### config.mk
export PLATFORM = sky130hd
export DESIGN_NAME = pgd_pin_interface
export DESIGN_NICKNAME = d
export VERILOG_FILES = /design/src/pgd_pkg.sv /design/src/pgd_pin_interface.sv
export VERILOG_INCLUDE_DIRS = /design/src
export SDC_FILE = /design/constraint.sdc
export NUM_CORES = 1
export LEC_CHECK = 0
export BUFFER_PORTS_ARGS = -buffer_cell sky130_fd_sc_hd__buf_2
export CAP_MARGIN = 10
export CORE_ASPECT_RATIO = 0.9
export CORE_MARGIN = 4
export CORE_UTILIZATION = 45
export CTS_CLUSTER_SIZE = 10
export DETAILED_ROUTE_END_ITERATION = 16
export PLACE_DENSITY_LB_ADDON = 0.1
export SYNTH_ARGS = -nofsm -noshare
export SYNTH_HDL_FRONTEND = slang
export SYNTH_SLANG_ARGS = --single-unit
### constraint.sdc
create_clock -name ref_clk -period 3.9 [get_ports ref_clk]
set_input_delay 0.195 -clock ref_clk [delete_from_list [all_inputs] [get_ports ref_clk]]
set_output_delay 0.195 -clock ref_clk [all_outputs]
set_load 0.005 [all_outputs]
### src/pgd_params.svh
// Constants for the pager decoder pin interface: timing, pin slots, sizes.
// Assumes inclusion by bare name from the package and the top module.
`ifndef PGD_PARAMS_SVH
`define PGD_PARAMS_SVH

// ****************************************************************
// Timing
// ****************************************************************
`define PGD_CLK_PERIOD_NS   100
`define PGD_READY_DELAY_T   76800
`define PGD_READY_HIGH_NS   50000
`define PGD_RECOVERED_SYMBOL_CLOCK_HIGH_NS  100000

// ****************************************************************
// Sizes
// ****************************************************************
`define PGD_PKT_BITS        32
`define PGD_RX_CTRL_BITS    8
`define PGD_SYNC_BITS       7

// ****************************************************************
// Slots of the synchroniser vector
// ****************************************************************
`define PGD_PIN_OSC         0
`define PGD_PIN_BYPASS      1
`define PGD_PIN_SYM_LSB     2
`define PGD_PIN_SYM_MSB     3
`define PGD_PIN_SCK         4
`define PGD_PIN_SS_N        5
`define PGD_PIN_MOSI        6

// Slave select idles high, everything else low
`define PGD_SYNC_RST        7'h20

`endif

### src/pgd_pkg.sv
// Types shared by the pager decoder pin interface.
// Assumes pgd_params.svh is on the include path.
`include "pgd_params.svh"

package pgd_pkg;

    // ****************************************************************
    // Pin groups
    // ****************************************************************
    typedef struct packed {
        logic sck;
        logic ss_n;
        logic mosi;
    } pgd_spi_in_type;

    typedef struct packed {
        logic miso;
        logic miso_oe;
    } pgd_spi_out_type;

    typedef struct packed {
        logic msb;
        logic lsb;
    } pgd_symbol_type;

endpackage

### src/pgd_pin_interface.sv
// Pin-level core of the pager decoder: clock source, divided clock,
// symbol clock, start-up ready timing, SPI slave and receiver lines.
// Assumes ref_clk is 10 MHz; every pin input is asynchronous to it.
`timescale 1ns/100ps
`include "pgd_params.svh"

// Summary of operation
// - Divided clock output is oscillator over two
// - Bypass select chooses crystal or external clock
// - Symbol clock marks symbol changes, core synchronous
// - Low reset initialises and holds all state
// - Symbol msb and lsb form two-bit symbol
// - Serial clock edges ignored while not selected
// - Slave takes part only while selected
// - Always slave; shift in and out together
// - Data out driven in transfers, off in reset
// - Ready high in reset, low when accepting
// - Eight receiver lines, released during reset
// - Ready low exactly 76800 oscillator periods after reset
// - Ready high within 200 ns of reset
module pgd_pin_interface #(
    parameter int READY_DELAY = `PGD_READY_DELAY_T,
    parameter int PKT_BITS    = `PGD_PKT_BITS
) (
    input  wire logic                          ref_clk,
    input  wire logic                          nrst,
    input  wire logic                          ce,
    input  wire logic                          oscillator_input,
    input  wire logic                          oscillator_bypass_select,
    input  wire pgd_pkg::pgd_symbol_type       symbol_in,
    input  wire pgd_pkg::pgd_spi_in_type       spi_in,
    output logic                               oscillator_output,
    output logic                               divided_clock_output,
    output logic                               recovered_symbol_clock,
    output pgd_pkg::pgd_spi_out_type           spi_out,
    output logic                               spi_ready,
    output logic [`PGD_RX_CTRL_BITS-1:0]       receiver_control_lines,
    output logic                               receiver_control_oe
);

    // ****************************************************************
    // Constants
    // ****************************************************************
    localparam int READY_HIGH_CYC =
        (`PGD_READY_HIGH_NS + `PGD_CLK_PERIOD_NS - 1) / `PGD_CLK_PERIOD_NS;
    localparam int SYM_HIGH_CYC =
        (`PGD_RECOVERED_SYMBOL_CLOCK_HIGH_NS + `PGD_CLK_PERIOD_NS - 1) / `PGD_CLK_PERIOD_NS;
    localparam int INIT_W = $clog2(READY_DELAY + 1);
    localparam int BUSY_W = $clog2(READY_HIGH_CYC + 1);
    localparam int SYMW   = $clog2(SYM_HIGH_CYC + 1);
    localparam int BITW   = $clog2(PKT_BITS + 1);
    localparam int NB     = `PGD_SYNC_BITS;
    localparam int NC     = `PGD_RX_CTRL_BITS;

    // ****************************************************************
    // Pin synchronisers
    // ****************************************************************
    logic [NB-1:0] pins_raw;
    logic [NB-1:0] sync1_q;
    logic [NB-1:0] sync2_q;
    logic [NB-1:0] prev_q;

    assign pins_raw[`PGD_PIN_OSC]     = oscillator_input;
    assign pins_raw[`PGD_PIN_BYPASS]  = oscillator_bypass_select;
    assign pins_raw[`PGD_PIN_SYM_LSB] = symbol_in.lsb;
    assign pins_raw[`PGD_PIN_SYM_MSB] = symbol_in.msb;
    assign pins_raw[`PGD_PIN_SCK]     = spi_in.sck;
    assign pins_raw[`PGD_PIN_SS_N]    = spi_in.ss_n;
    assign pins_raw[`PGD_PIN_MOSI]    = spi_in.mosi;

    localparam logic [NB-1:0] SYNC_RV = NB'(`PGD_SYNC_RST);

    // Two flops per pin; the third stage only serves edge detection
    genvar gi;
    generate
        for (gi = 0; gi < NB; gi++) begin : g_sync
            localparam logic RV = SYNC_RV[gi];
            always_ff @(posedge ref_clk or negedge nrst) begin
                if (!nrst) begin
                    sync1_q[gi] <= RV;
                    sync2_q[gi] <= RV;
                    prev_q[gi]  <= RV;
                end else if (ce) begin
                    sync1_q[gi] <= pins_raw[gi];
                    sync2_q[gi] <= sync1_q[gi];
                    prev_q[gi]  <= sync2_q[gi];
                end
            end
        end
    endgenerate

    // ****************************************************************
    // Decoded pin events
    // ****************************************************************
    logic       osc_rise;
    logic       bypass;
    logic [1:0] sym_now;
    logic [1:0] sym_prev;
    logic       sel;
    logic       sel_start;
    logic       sck_rise;
    logic       sck_fall;

    always_comb begin
        osc_rise  = sync2_q[`PGD_PIN_OSC] & ~prev_q[`PGD_PIN_OSC];
        bypass    = sync2_q[`PGD_PIN_BYPASS];
        sym_now   = {sync2_q[`PGD_PIN_SYM_MSB],
                     sync2_q[`PGD_PIN_SYM_LSB]};
        sym_prev  = {prev_q[`PGD_PIN_SYM_MSB],
                     prev_q[`PGD_PIN_SYM_LSB]};
        sel       = ~sync2_q[`PGD_PIN_SS_N];
        sel_start = sel & prev_q[`PGD_PIN_SS_N];
        sck_rise  = sync2_q[`PGD_PIN_SCK] & ~prev_q[`PGD_PIN_SCK];
        sck_fall  = ~sync2_q[`PGD_PIN_SCK] & prev_q[`PGD_PIN_SCK];
    end

    // ****************************************************************
    // Serial slave
    // ****************************************************************
    logic [PKT_BITS-1:0] rx_q, rx_d;
    logic [PKT_BITS-1:0] tx_q, tx_d;
    logic [BITW-1:0]     bit_q, bit_d;
    logic                miso_q, miso_d;
    logic                miso_oe_q, miso_oe_d;
    logic [NC-1:0]       ctrl_q, ctrl_d;
    logic                ctrl_oe_q, ctrl_oe_d;
    logic                pkt_done;
    logic [NC-1:0]       pkt_low;

    always_comb begin
        rx_d      = rx_q;
        tx_d      = tx_q;
        bit_d     = bit_q;
        ctrl_d    = ctrl_q;
        ctrl_oe_d = 1'b1;
        pkt_done  = 1'b0;
        if (sel_start) begin
            // Reply word: current symbol and receiver line state
            tx_d  = PKT_BITS'({sym_now, ctrl_q});
            bit_d = '0;
        end else if (sel && sck_rise) begin
            rx_d = {rx_q[PKT_BITS-2:0],
                    sync2_q[`PGD_PIN_MOSI]};
            if (bit_q == BITW'(PKT_BITS - 1)) begin
                bit_d    = '0;
                pkt_done = 1'b1;
            end else begin
                bit_d = bit_q + 1'b1;
            end
        end else if (sel && sck_fall) begin
            tx_d = {tx_q[PKT_BITS-2:0], 1'b0};
        end
        pkt_low = rx_d[NC-1:0];
        if (pkt_done) begin
            ctrl_d = pkt_low;
        end
        miso_d    = tx_d[PKT_BITS-1];
        miso_oe_d = sel;
    end

    always_ff @(posedge ref_clk or negedge nrst) begin
        if (!nrst) begin
            rx_q      <= '0;
            tx_q      <= '0;
            bit_q     <= '0;
            miso_q    <= 1'b0;
            miso_oe_q <= 1'b0;
            ctrl_q    <= '0;
            ctrl_oe_q <= 1'b0;
        end else if (ce) begin
            rx_q      <= rx_d;
            tx_q      <= tx_d;
            bit_q     <= bit_d;
            miso_q    <= miso_d;
            miso_oe_q <= miso_oe_d;
            ctrl_q    <= ctrl_d;
            ctrl_oe_q <= ctrl_oe_d;
        end
    end

    // ****************************************************************
    // Clocks, start-up and ready
    // ****************************************************************
    logic              osc_out_q, osc_out_d;
    logic              div_q, div_d;
    logic              init_done_q, init_done_d;
    logic [INIT_W-1:0] init_cnt_q, init_cnt_d;
    logic [BUSY_W-1:0] busy_q, busy_d;
    logic              ready_q, ready_d;
    logic [SYMW-1:0]   sym_cnt_q, sym_cnt_d;
    logic              recovered_symbol_clock_q, recovered_symbol_clock_d;

    always_comb begin
        // With the bypass strap high the feedback inverter is off
        osc_out_d   = bypass ? 1'b0 : ~sync2_q[`PGD_PIN_OSC];
        div_d       = div_q ^ osc_rise;
        init_done_d = init_done_q;
        init_cnt_d  = init_cnt_q;
        if (!init_done_q && osc_rise) begin
            if (init_cnt_q == INIT_W'(READY_DELAY - 1)) begin
                init_done_d = 1'b1;
            end else begin
                init_cnt_d = init_cnt_q + 1'b1;
            end
        end
        // A taken packet holds ready high while the core digests it
        busy_d = busy_q;
        if (pkt_done) begin
            busy_d = BUSY_W'(READY_HIGH_CYC);
        end else if (busy_q != '0) begin
            busy_d = busy_q - 1'b1;
        end
        ready_d   = !init_done_d || (busy_d != '0);
        sym_cnt_d = sym_cnt_q;
        if (sym_now != sym_prev) begin
            sym_cnt_d = SYMW'(SYM_HIGH_CYC);
        end else if (sym_cnt_q != '0) begin
            sym_cnt_d = sym_cnt_q - 1'b1;
        end
        recovered_symbol_clock_d = (sym_cnt_d != '0);
    end

    always_ff @(posedge ref_clk or negedge nrst) begin
        if (!nrst) begin
            osc_out_q   <= 1'b0;
            div_q       <= 1'b0;
            init_done_q <= 1'b0;
            init_cnt_q  <= '0;
            busy_q      <= '0;
            ready_q     <= 1'b1;
            sym_cnt_q   <= '0;
            recovered_symbol_clock_q    <= 1'b0;
        end else if (ce) begin
            osc_out_q   <= osc_out_d;
            div_q       <= div_d;
            init_done_q <= init_done_d;
            init_cnt_q  <= init_cnt_d;
            busy_q      <= busy_d;
            ready_q     <= ready_d;
            sym_cnt_q   <= sym_cnt_d;
            recovered_symbol_clock_q    <= recovered_symbol_clock_d;
        end
    end

    // ****************************************************************
    // Outputs
    // ****************************************************************
    assign oscillator_output      = osc_out_q;
    assign divided_clock_output   = div_q;
    assign recovered_symbol_clock = recovered_symbol_clock_q;
    assign spi_out.miso           = miso_q;
    assign spi_out.miso_oe        = miso_oe_q;
    assign spi_ready              = ready_q;
    assign receiver_control_lines = ctrl_q;
    assign receiver_control_oe    = ctrl_oe_q;

    // ****************************************************************
    // Assertions
    // ****************************************************************
    a_div_toggle: assert property (
        @(posedge ref_clk) disable iff (!nrst)
        (ce && osc_rise) |=> (div_q != $past(div_q)))
        else $error("divided clock did not toggle on oscillator edge");

    a_osc_bypass_off: assert property (
        @(posedge ref_clk) disable iff (!nrst)
        (ce && bypass) |=> !osc_out_q)
        else $error("oscillator output driven while bypassed");

    a_sym_clk_mark: assert property (
        @(posedge ref_clk) disable iff (!nrst)
        (ce && sym_now != sym_prev) |=> recovered_symbol_clock_q)
        else $error("symbol clock missed a symbol change");

    a_ready_before_init: assert property (
        @(posedge ref_clk) disable iff (!nrst)
        !init_done_q |-> ready_q)
        else $error("ready low before start-up count ended");

    a_ready_at_count: assert property (
        @(posedge ref_clk) disable iff (!nrst)
        (ce && osc_rise && !init_done_q && busy_q == '0 && !pkt_done
         && init_cnt_q == INIT_W'(READY_DELAY - 1)) |=> !ready_q)
        else $error("ready not low at end of start-up count");

    a_packet_busy: assert property (
        @(posedge ref_clk) disable iff (!nrst)
        (ce && pkt_done) |=> ready_q ##1 (ready_q || !ce))
        else $error("ready not high after taken packet");

    a_sck_ignored: assert property (
        @(posedge ref_clk) disable iff (!nrst)
        (ce && !sel && !sel_start) |=> $stable(bit_q) && $stable(rx_q))
        else $error("serial clock acted while not selected");

    a_miso_select: assert property (
        @(posedge ref_clk) disable iff (!nrst)
        ce |=> (miso_oe_q == $past(sel)))
        else $error("data out enable does not follow select");

    a_ctrl_load: assert property (
        @(posedge ref_clk) disable iff (!nrst)
        (ce && pkt_done) |=> (ctrl_q == $past(pkt_low)) && ctrl_oe_q)
        else $error("receiver lines not loaded from packet");

    a_shift_in: assert property (
        @(posedge ref_clk) disable iff (!nrst)
        (ce && sel && sck_rise && !sel_start) |=>
        (rx_q[0] == $past(sync2_q[`PGD_PIN_MOSI])))
        else $error("serial input bit not captured");

endmodule

=== Word-level counts from Yosys, hierarchy flattened ===
Cells that the tools add are included.

* $add $sub $neg: 4
* $mul: 0
* Divide/modulo/power cells: 0
* Order comparisons: 0
* Equal/unequal tests: 4
* Shifts and indexed selects: 0
* Mux-type cells: 18
* Bitwise gates (word level): 11
* Reductions and logical operators: 16

{| class="wikitable"
|+ Operators by type and width
! operator !! count
|-
| 2-to-1 mux 32 bit || 3
|-
| 2-to-1 mux 10 bit || 2
|-
| nonzero test 10 bit || 2
|-
| 2-to-1 mux 6 bit || 3
|-
| 2-to-1 mux 9 bit || 2
|-
| nonzero test 9 bit || 2
|-
| adder 17 x 1 -> 17 bit, second input constant || 1
|-
| == test 17 bit, second input constant || 1
|-
| 2-to-1 mux 8 bit || 2
|-
| subtractor 10 x 1 -> 10 bit, second input constant || 1
|-
| subtractor 9 x 1 -> 9 bit, second input constant || 1
|-
| adder 6 x 1 -> 6 bit, second input constant || 1
|-
| == test 6 x 5 -> 1 bit, second input constant || 1
|-
| 2-to-1 mux 1 bit || 6
|-
| NOT 1 bit || 6
|-
| AND reduction 3 bit || 2
|-
| AND 1 bit || 4
|-
| AND reduction 2 bit || 2
|-
| nonzero test 2 bit || 2
|-
| logical AND 1 bit || 3
|-
| zero test 1 bit || 2
|-
| inequality test 2 bit || 1
|-
| inequality test 2 bit, second input constant || 1
|-
| logical OR 1 bit || 1
|-
| XOR 1 bit || 1
|}

* Bits in registers: 116
* Bits in latches: 0
* RAM bits: 0
* ROM bits: 0
* Bits of input ports: 10
* Output and inout port bits: 15
* Logic and storage cells: 87
* Memories kept: 0

=== Logic depth before layout (Yosys ltp) ===
* Word-level depth: 8
* Mapped depth: 7
* Depth with buffers taken out: 7

=== Worst setup path after synthesis ===
Ideal clock, no wire load.

* Path type: reg-to-reg
* Start point: register busy_q[0]
* End point: register ready_q (netlist: spi_ready)
* Arrival time: 1.794 ns
* Required time: 3.817 ns
* Path slack: 2.023 ns
* Cell stages (with the launch flop): 8
* Path buffers: 0
* Period minus slack after synthesis: 1.877 ns
* Cells stage by stage: dfrtp_1 -> inv_1 -> ha_1 -> nor4b_2 -> nand2b_1 -> a211oi_1 -> nand4_1 -> o32a_1

* Longest elaborated chain between the ends: 5
* Elaborated cells between the ends (all ways): 6
* Those cells by class: add/sub: 1; mux: 2; reduce/logical: 3

{| class="wikitable"
|+ Ends and longest elaborated chain
! element !! RTL line !! text
|-
| from (decl) || pgd_pin_interface.sv:188 || <nowiki>logic [BUSY_W-1:0] busy_q, busy_d;</nowiki>
|-
| from (signal assigned) || pgd_pin_interface.sv:238 || <nowiki>busy_q <= busy_d;</nowiki>
|-
| subtractor 9 x 1 -> 9 bit / nonzero test 9 bit (equally long branches) || pgd_pin_interface.sv:211, pgd_pin_interface.sv:210 ||
|-
| 2-to-1 mux 9 bit (*) || pgd_pin_interface.sv:210 || <nowiki>end else if (busy_q != '0) begin</nowiki>
|-
| 2-to-1 mux 9 bit (*) || pgd_pin_interface.sv:208 || <nowiki>if (pkt_done) begin</nowiki>
|-
| nonzero test 9 bit (*) || pgd_pin_interface.sv:213 || <nowiki>ready_d = !init_done_d || (busy_d != '0);</nowiki>
|-
| logical OR 1 bit (*) || pgd_pin_interface.sv:213 ||
|-
| to (signal assigned) || pgd_pin_interface.sv:239 || <nowiki>ready_q <= ready_d;</nowiki>
|-
| to (decl) || pgd_pin_interface.sv:189 || <nowiki>logic ready_q, ready_d;</nowiki>
|}

Every way passes the cells marked *; elsewhere a longest branch is shown, timed or not.
A chain may end at the register's enable or synchronous reset.

=== Worst setup path in the final report ===
* Start point: register sym_cnt_q[0]
* End point: register recovered_symbol_clock_q (netlist: recovered_symbol_clock)

* Longest elaborated chain between the ends: 4
* Elaborated cells between the ends (all ways): 5
* Those cells by class: add/sub: 1; mux: 2; reduce/logical: 2

{| class="wikitable"
|+ Ends and longest elaborated chain
! element !! RTL line !! text
|-
| from (decl) || pgd_pin_interface.sv:190 || <nowiki>logic [SYMW-1:0] sym_cnt_q, sym_cnt_d;</nowiki>
|-
| from (signal assigned) || pgd_pin_interface.sv:240 || <nowiki>sym_cnt_q <= sym_cnt_d;</nowiki>
|-
| subtractor 10 x 1 -> 10 bit / nonzero test 10 bit (equally long branches) || pgd_pin_interface.sv:218, pgd_pin_interface.sv:217 ||
|-
| 2-to-1 mux 10 bit (*) || pgd_pin_interface.sv:217 || <nowiki>end else if (sym_cnt_q != '0) begin</nowiki>
|-
| 2-to-1 mux 10 bit (*) || pgd_pin_interface.sv:215 || <nowiki>if (sym_now != sym_prev) begin</nowiki>
|-
| nonzero test 10 bit (*) || pgd_pin_interface.sv:220 || <nowiki>recovered_symbol_clock_d = (sym_cnt_d != '0);</nowiki>
|-
| to (signal assigned) || pgd_pin_interface.sv:241 || <nowiki>recovered_symbol_clock_q <= recovered_symbol_clock_d;</nowiki>
|-
| to (decl) || pgd_pin_interface.sv:191 || <nowiki>logic recovered_symbol_clock_q, recovered_symbol_clock_d;</nowiki>
|}

Marked as above.

==> impl_metrics.ini <==
[pwr]
power_density_mw_per_mm2 = 612.7
p_leak_nw = 2.722
irDropWorstVdd_uv = 337.5
p_total_mw = 3.804

[synth]
synth_area_leader_cell = dfrtp_1
syn_area_per_cell_um2 = 10.50
syn_nets = 521
async_flop_share_pct = 100.0
syn_area_mm2 = 0.005324
synth_flop_cell = dfrtp_1
ys_seq_area_share_pct = 54.15
synth.top_cell.area_share_pct = 52.17
synth.area.top_cells = dfrtp_1 52%, mux2_2 7.0%, nand2_1 6.3%
yosys_register_bits = 115
ys_types = 64
syn_inst = 507
synth_edf_count = 0
yosysWarnings = 0

[finish]
stdcell_count = 700
mostFrequentLayoutCell = dfrtp_1
layout_common_cells = 111 x dfrtp_1, 90 x nand2_1, 60 x o21ai_0, 33 x mux2_2, 23 x buf_2
final_nets = 545
seq_area_mm2 = 0.002883
multiInputGateArea_mm2 = 0.002308
final.fill_count = 1064
diodes = 0
synthToLayoutAreaGrowth_pct = 16.62
drive_gt1_share_pct = 20.04

[routing]
vias = 3670
detail-route-antenna-nets = 0
wl_per_cell_um = 14.28
drc = 0
routed_wirelength_um = 9998
drt_iter0_drc = 396
drt_pass1_iterations = 4
viasPerCell = 5.243

[sta]
clock_skew_ns = 0.006650
slew-limit-headroom_pct = 53.65
layout_min_cycle_time_ns = 2.180
timing.fmax_ghz = 0.4586
period_share_pct = 55.91
tns_ns = 0
tightest_slew_ns = 0.6953
rsz0062_at_grt = false
hold_violations = 0
slew_viol_final = 0
setup_viol = 0

[die]
row_count = 37
die_h_um = 111.2
start_util_pct = 46.37
dieArea_mm2 = 0.01364
coreArea_mm2 = 0.01148
ios = 25
dieWidth_um = 122.7

[cts]
cts.hold.buffers_added = 1
insertion_delay_ns = 0.40
cts_setup_buffers = 0
clkTransAtPathRegs_ns = 0.05
root_buffer = clkbuf_16
cts_resized = 0
cts_tree = done
cts.sinks = 115
cts_buffer_depth = 2
numCtsBuffers = 17
htree_num_levels = 4

[run]
cap_viol_max_count = 0

[placement]
placedCellCount = 667
place.port_buffers = 24
routabilityCongestion = 0.8051
dp_hpwl_um = 6513

[hold_path]
min_path_type = primary input to flip-flop

[critical_path]
path_cells = inv_1, ha_1, or3b_2, o21ai_0, nand4_1, a21oi_1, a41oi_1
startpoint_type = flip-flop
slowest_delay_ns = 0.52
crit_fanout = 8
crit_required_ns = 4.17
crit_family = simple AND/OR/NAND/NOR gates
slowest_stage = or3b_2
arrival_ns = 2.45
crit_path_end_kind = flip-flop
crit_type = flip-flop to flip-flop
worst-path-buf-inv = 1

[global_route]
gr-usage-met2_pct = 24.40
grt.total_usage_pct = 16.40
antenna_found_initial = 0
grt_pass1_vias = 3698
grt_max_degree = 65
grt_util_met3_pct = 4.949
grt_overflow_total = 0
grt_pass1_wl_um = 17900
use_met1_pct = 22.82
busiest_layer = met2

[run_status]
run_status = complete, no violations
[power by group]
| group | internal, mW | leakage (nW) | switching, mW |
|---|---|---|---|
| combinational | 0.283 | 0.949 | 0.363 |
| clock | 1.05 | 0.289 | 0.520 |
| sequential | 1.38 | 1.48 | 0.207 |
| total | 2.71 | 2.72 | 1.09 |
[synthesized netlist by cell type, drive strengths merged (8+ instances only)]
library cell,instances
a21oi,10
clkbuf,17
dfrtp,111
inv,11
mux2,33
mux2i,9
nand2,91
nand3,12
nand4,8
nor2,22
o21ai,62
xnor2,11
xor2,14
[kinds of logic (layout without fill, tap and decap cells)]
logic type / Yosys count / after routing / synth area share, %
buffers and inverters: 35 / 72 / 2.703
AOI/OAI and AO/OA: 107 / 107 / 12.41
muxes: 42 / 42 / 8.672
and+or+nand+nor: 178 / 178 / 16.83
xor gates and xnor gates: 25 / 25 / 4.113
DFF: 115 / 115 / 54.15
adders and majority gates: 5 / 5 / 1.128
[registers in the layout, summed over array words and instances (netlist names), 2 cells and up]
register	count
prev_q	5
receiver_control_lines	8
busy_q	9
sym_now	2
bit_q	6
sync2_q	4
sync1_q	7
rx_q	7
init_cnt_q	17
sym_cnt_q	10
tx_q	31
[cell type report]
class,count,area share [%]
clock buffer,23,7.699
inverter,11,0.6651
sequential,115,46.43
tap,156,3.144
timing repair buffer,29,2.821
clock inverter,9,2.056
multi-input combinational,357,37.18
[worst paths after layout]
check                              from                   endpoint  slack, ns  depth (start not counted)
max in group asynchronous          nrst  receiver_control_lines[0]       2.76                          3
min reg2reg                      bypass          oscillator_output       0.46                          1
min                           spi_in[1]                 sync1_q[5]       0.02                          2
max                        sym_cnt_q[0]     recovered_symbol_clock       1.72                          7
min in group asynchronous          nrst               sym_cnt_q[1]       0.37                          2
max reg2reg                sym_cnt_q[0]     recovered_symbol_clock       1.72                          7
[routing by layer]
metal	part of all wire, %	vias to the layer above
li1	-	1842
met1	50	1781
met2	46	39
met3	3.1	8
met4	0.93	0
met5	0	-
[stage by stage]
stage               cell area [um^2]  hold slack [ns]  utilization, %  setup slack (ns)
global placement                5593           0.2890           48.71             1.799
floorplan                       5324          -0.1006               -             2.023
finish                          6208          0.02355           54.08             1.720
CTS                             6208         0.007677           54.08             1.732
detailed placement              5593           0.2939           48.71             1.758
global route                    6208          0.01027           54.08             1.502
Power figures use the tool's default switching activity.
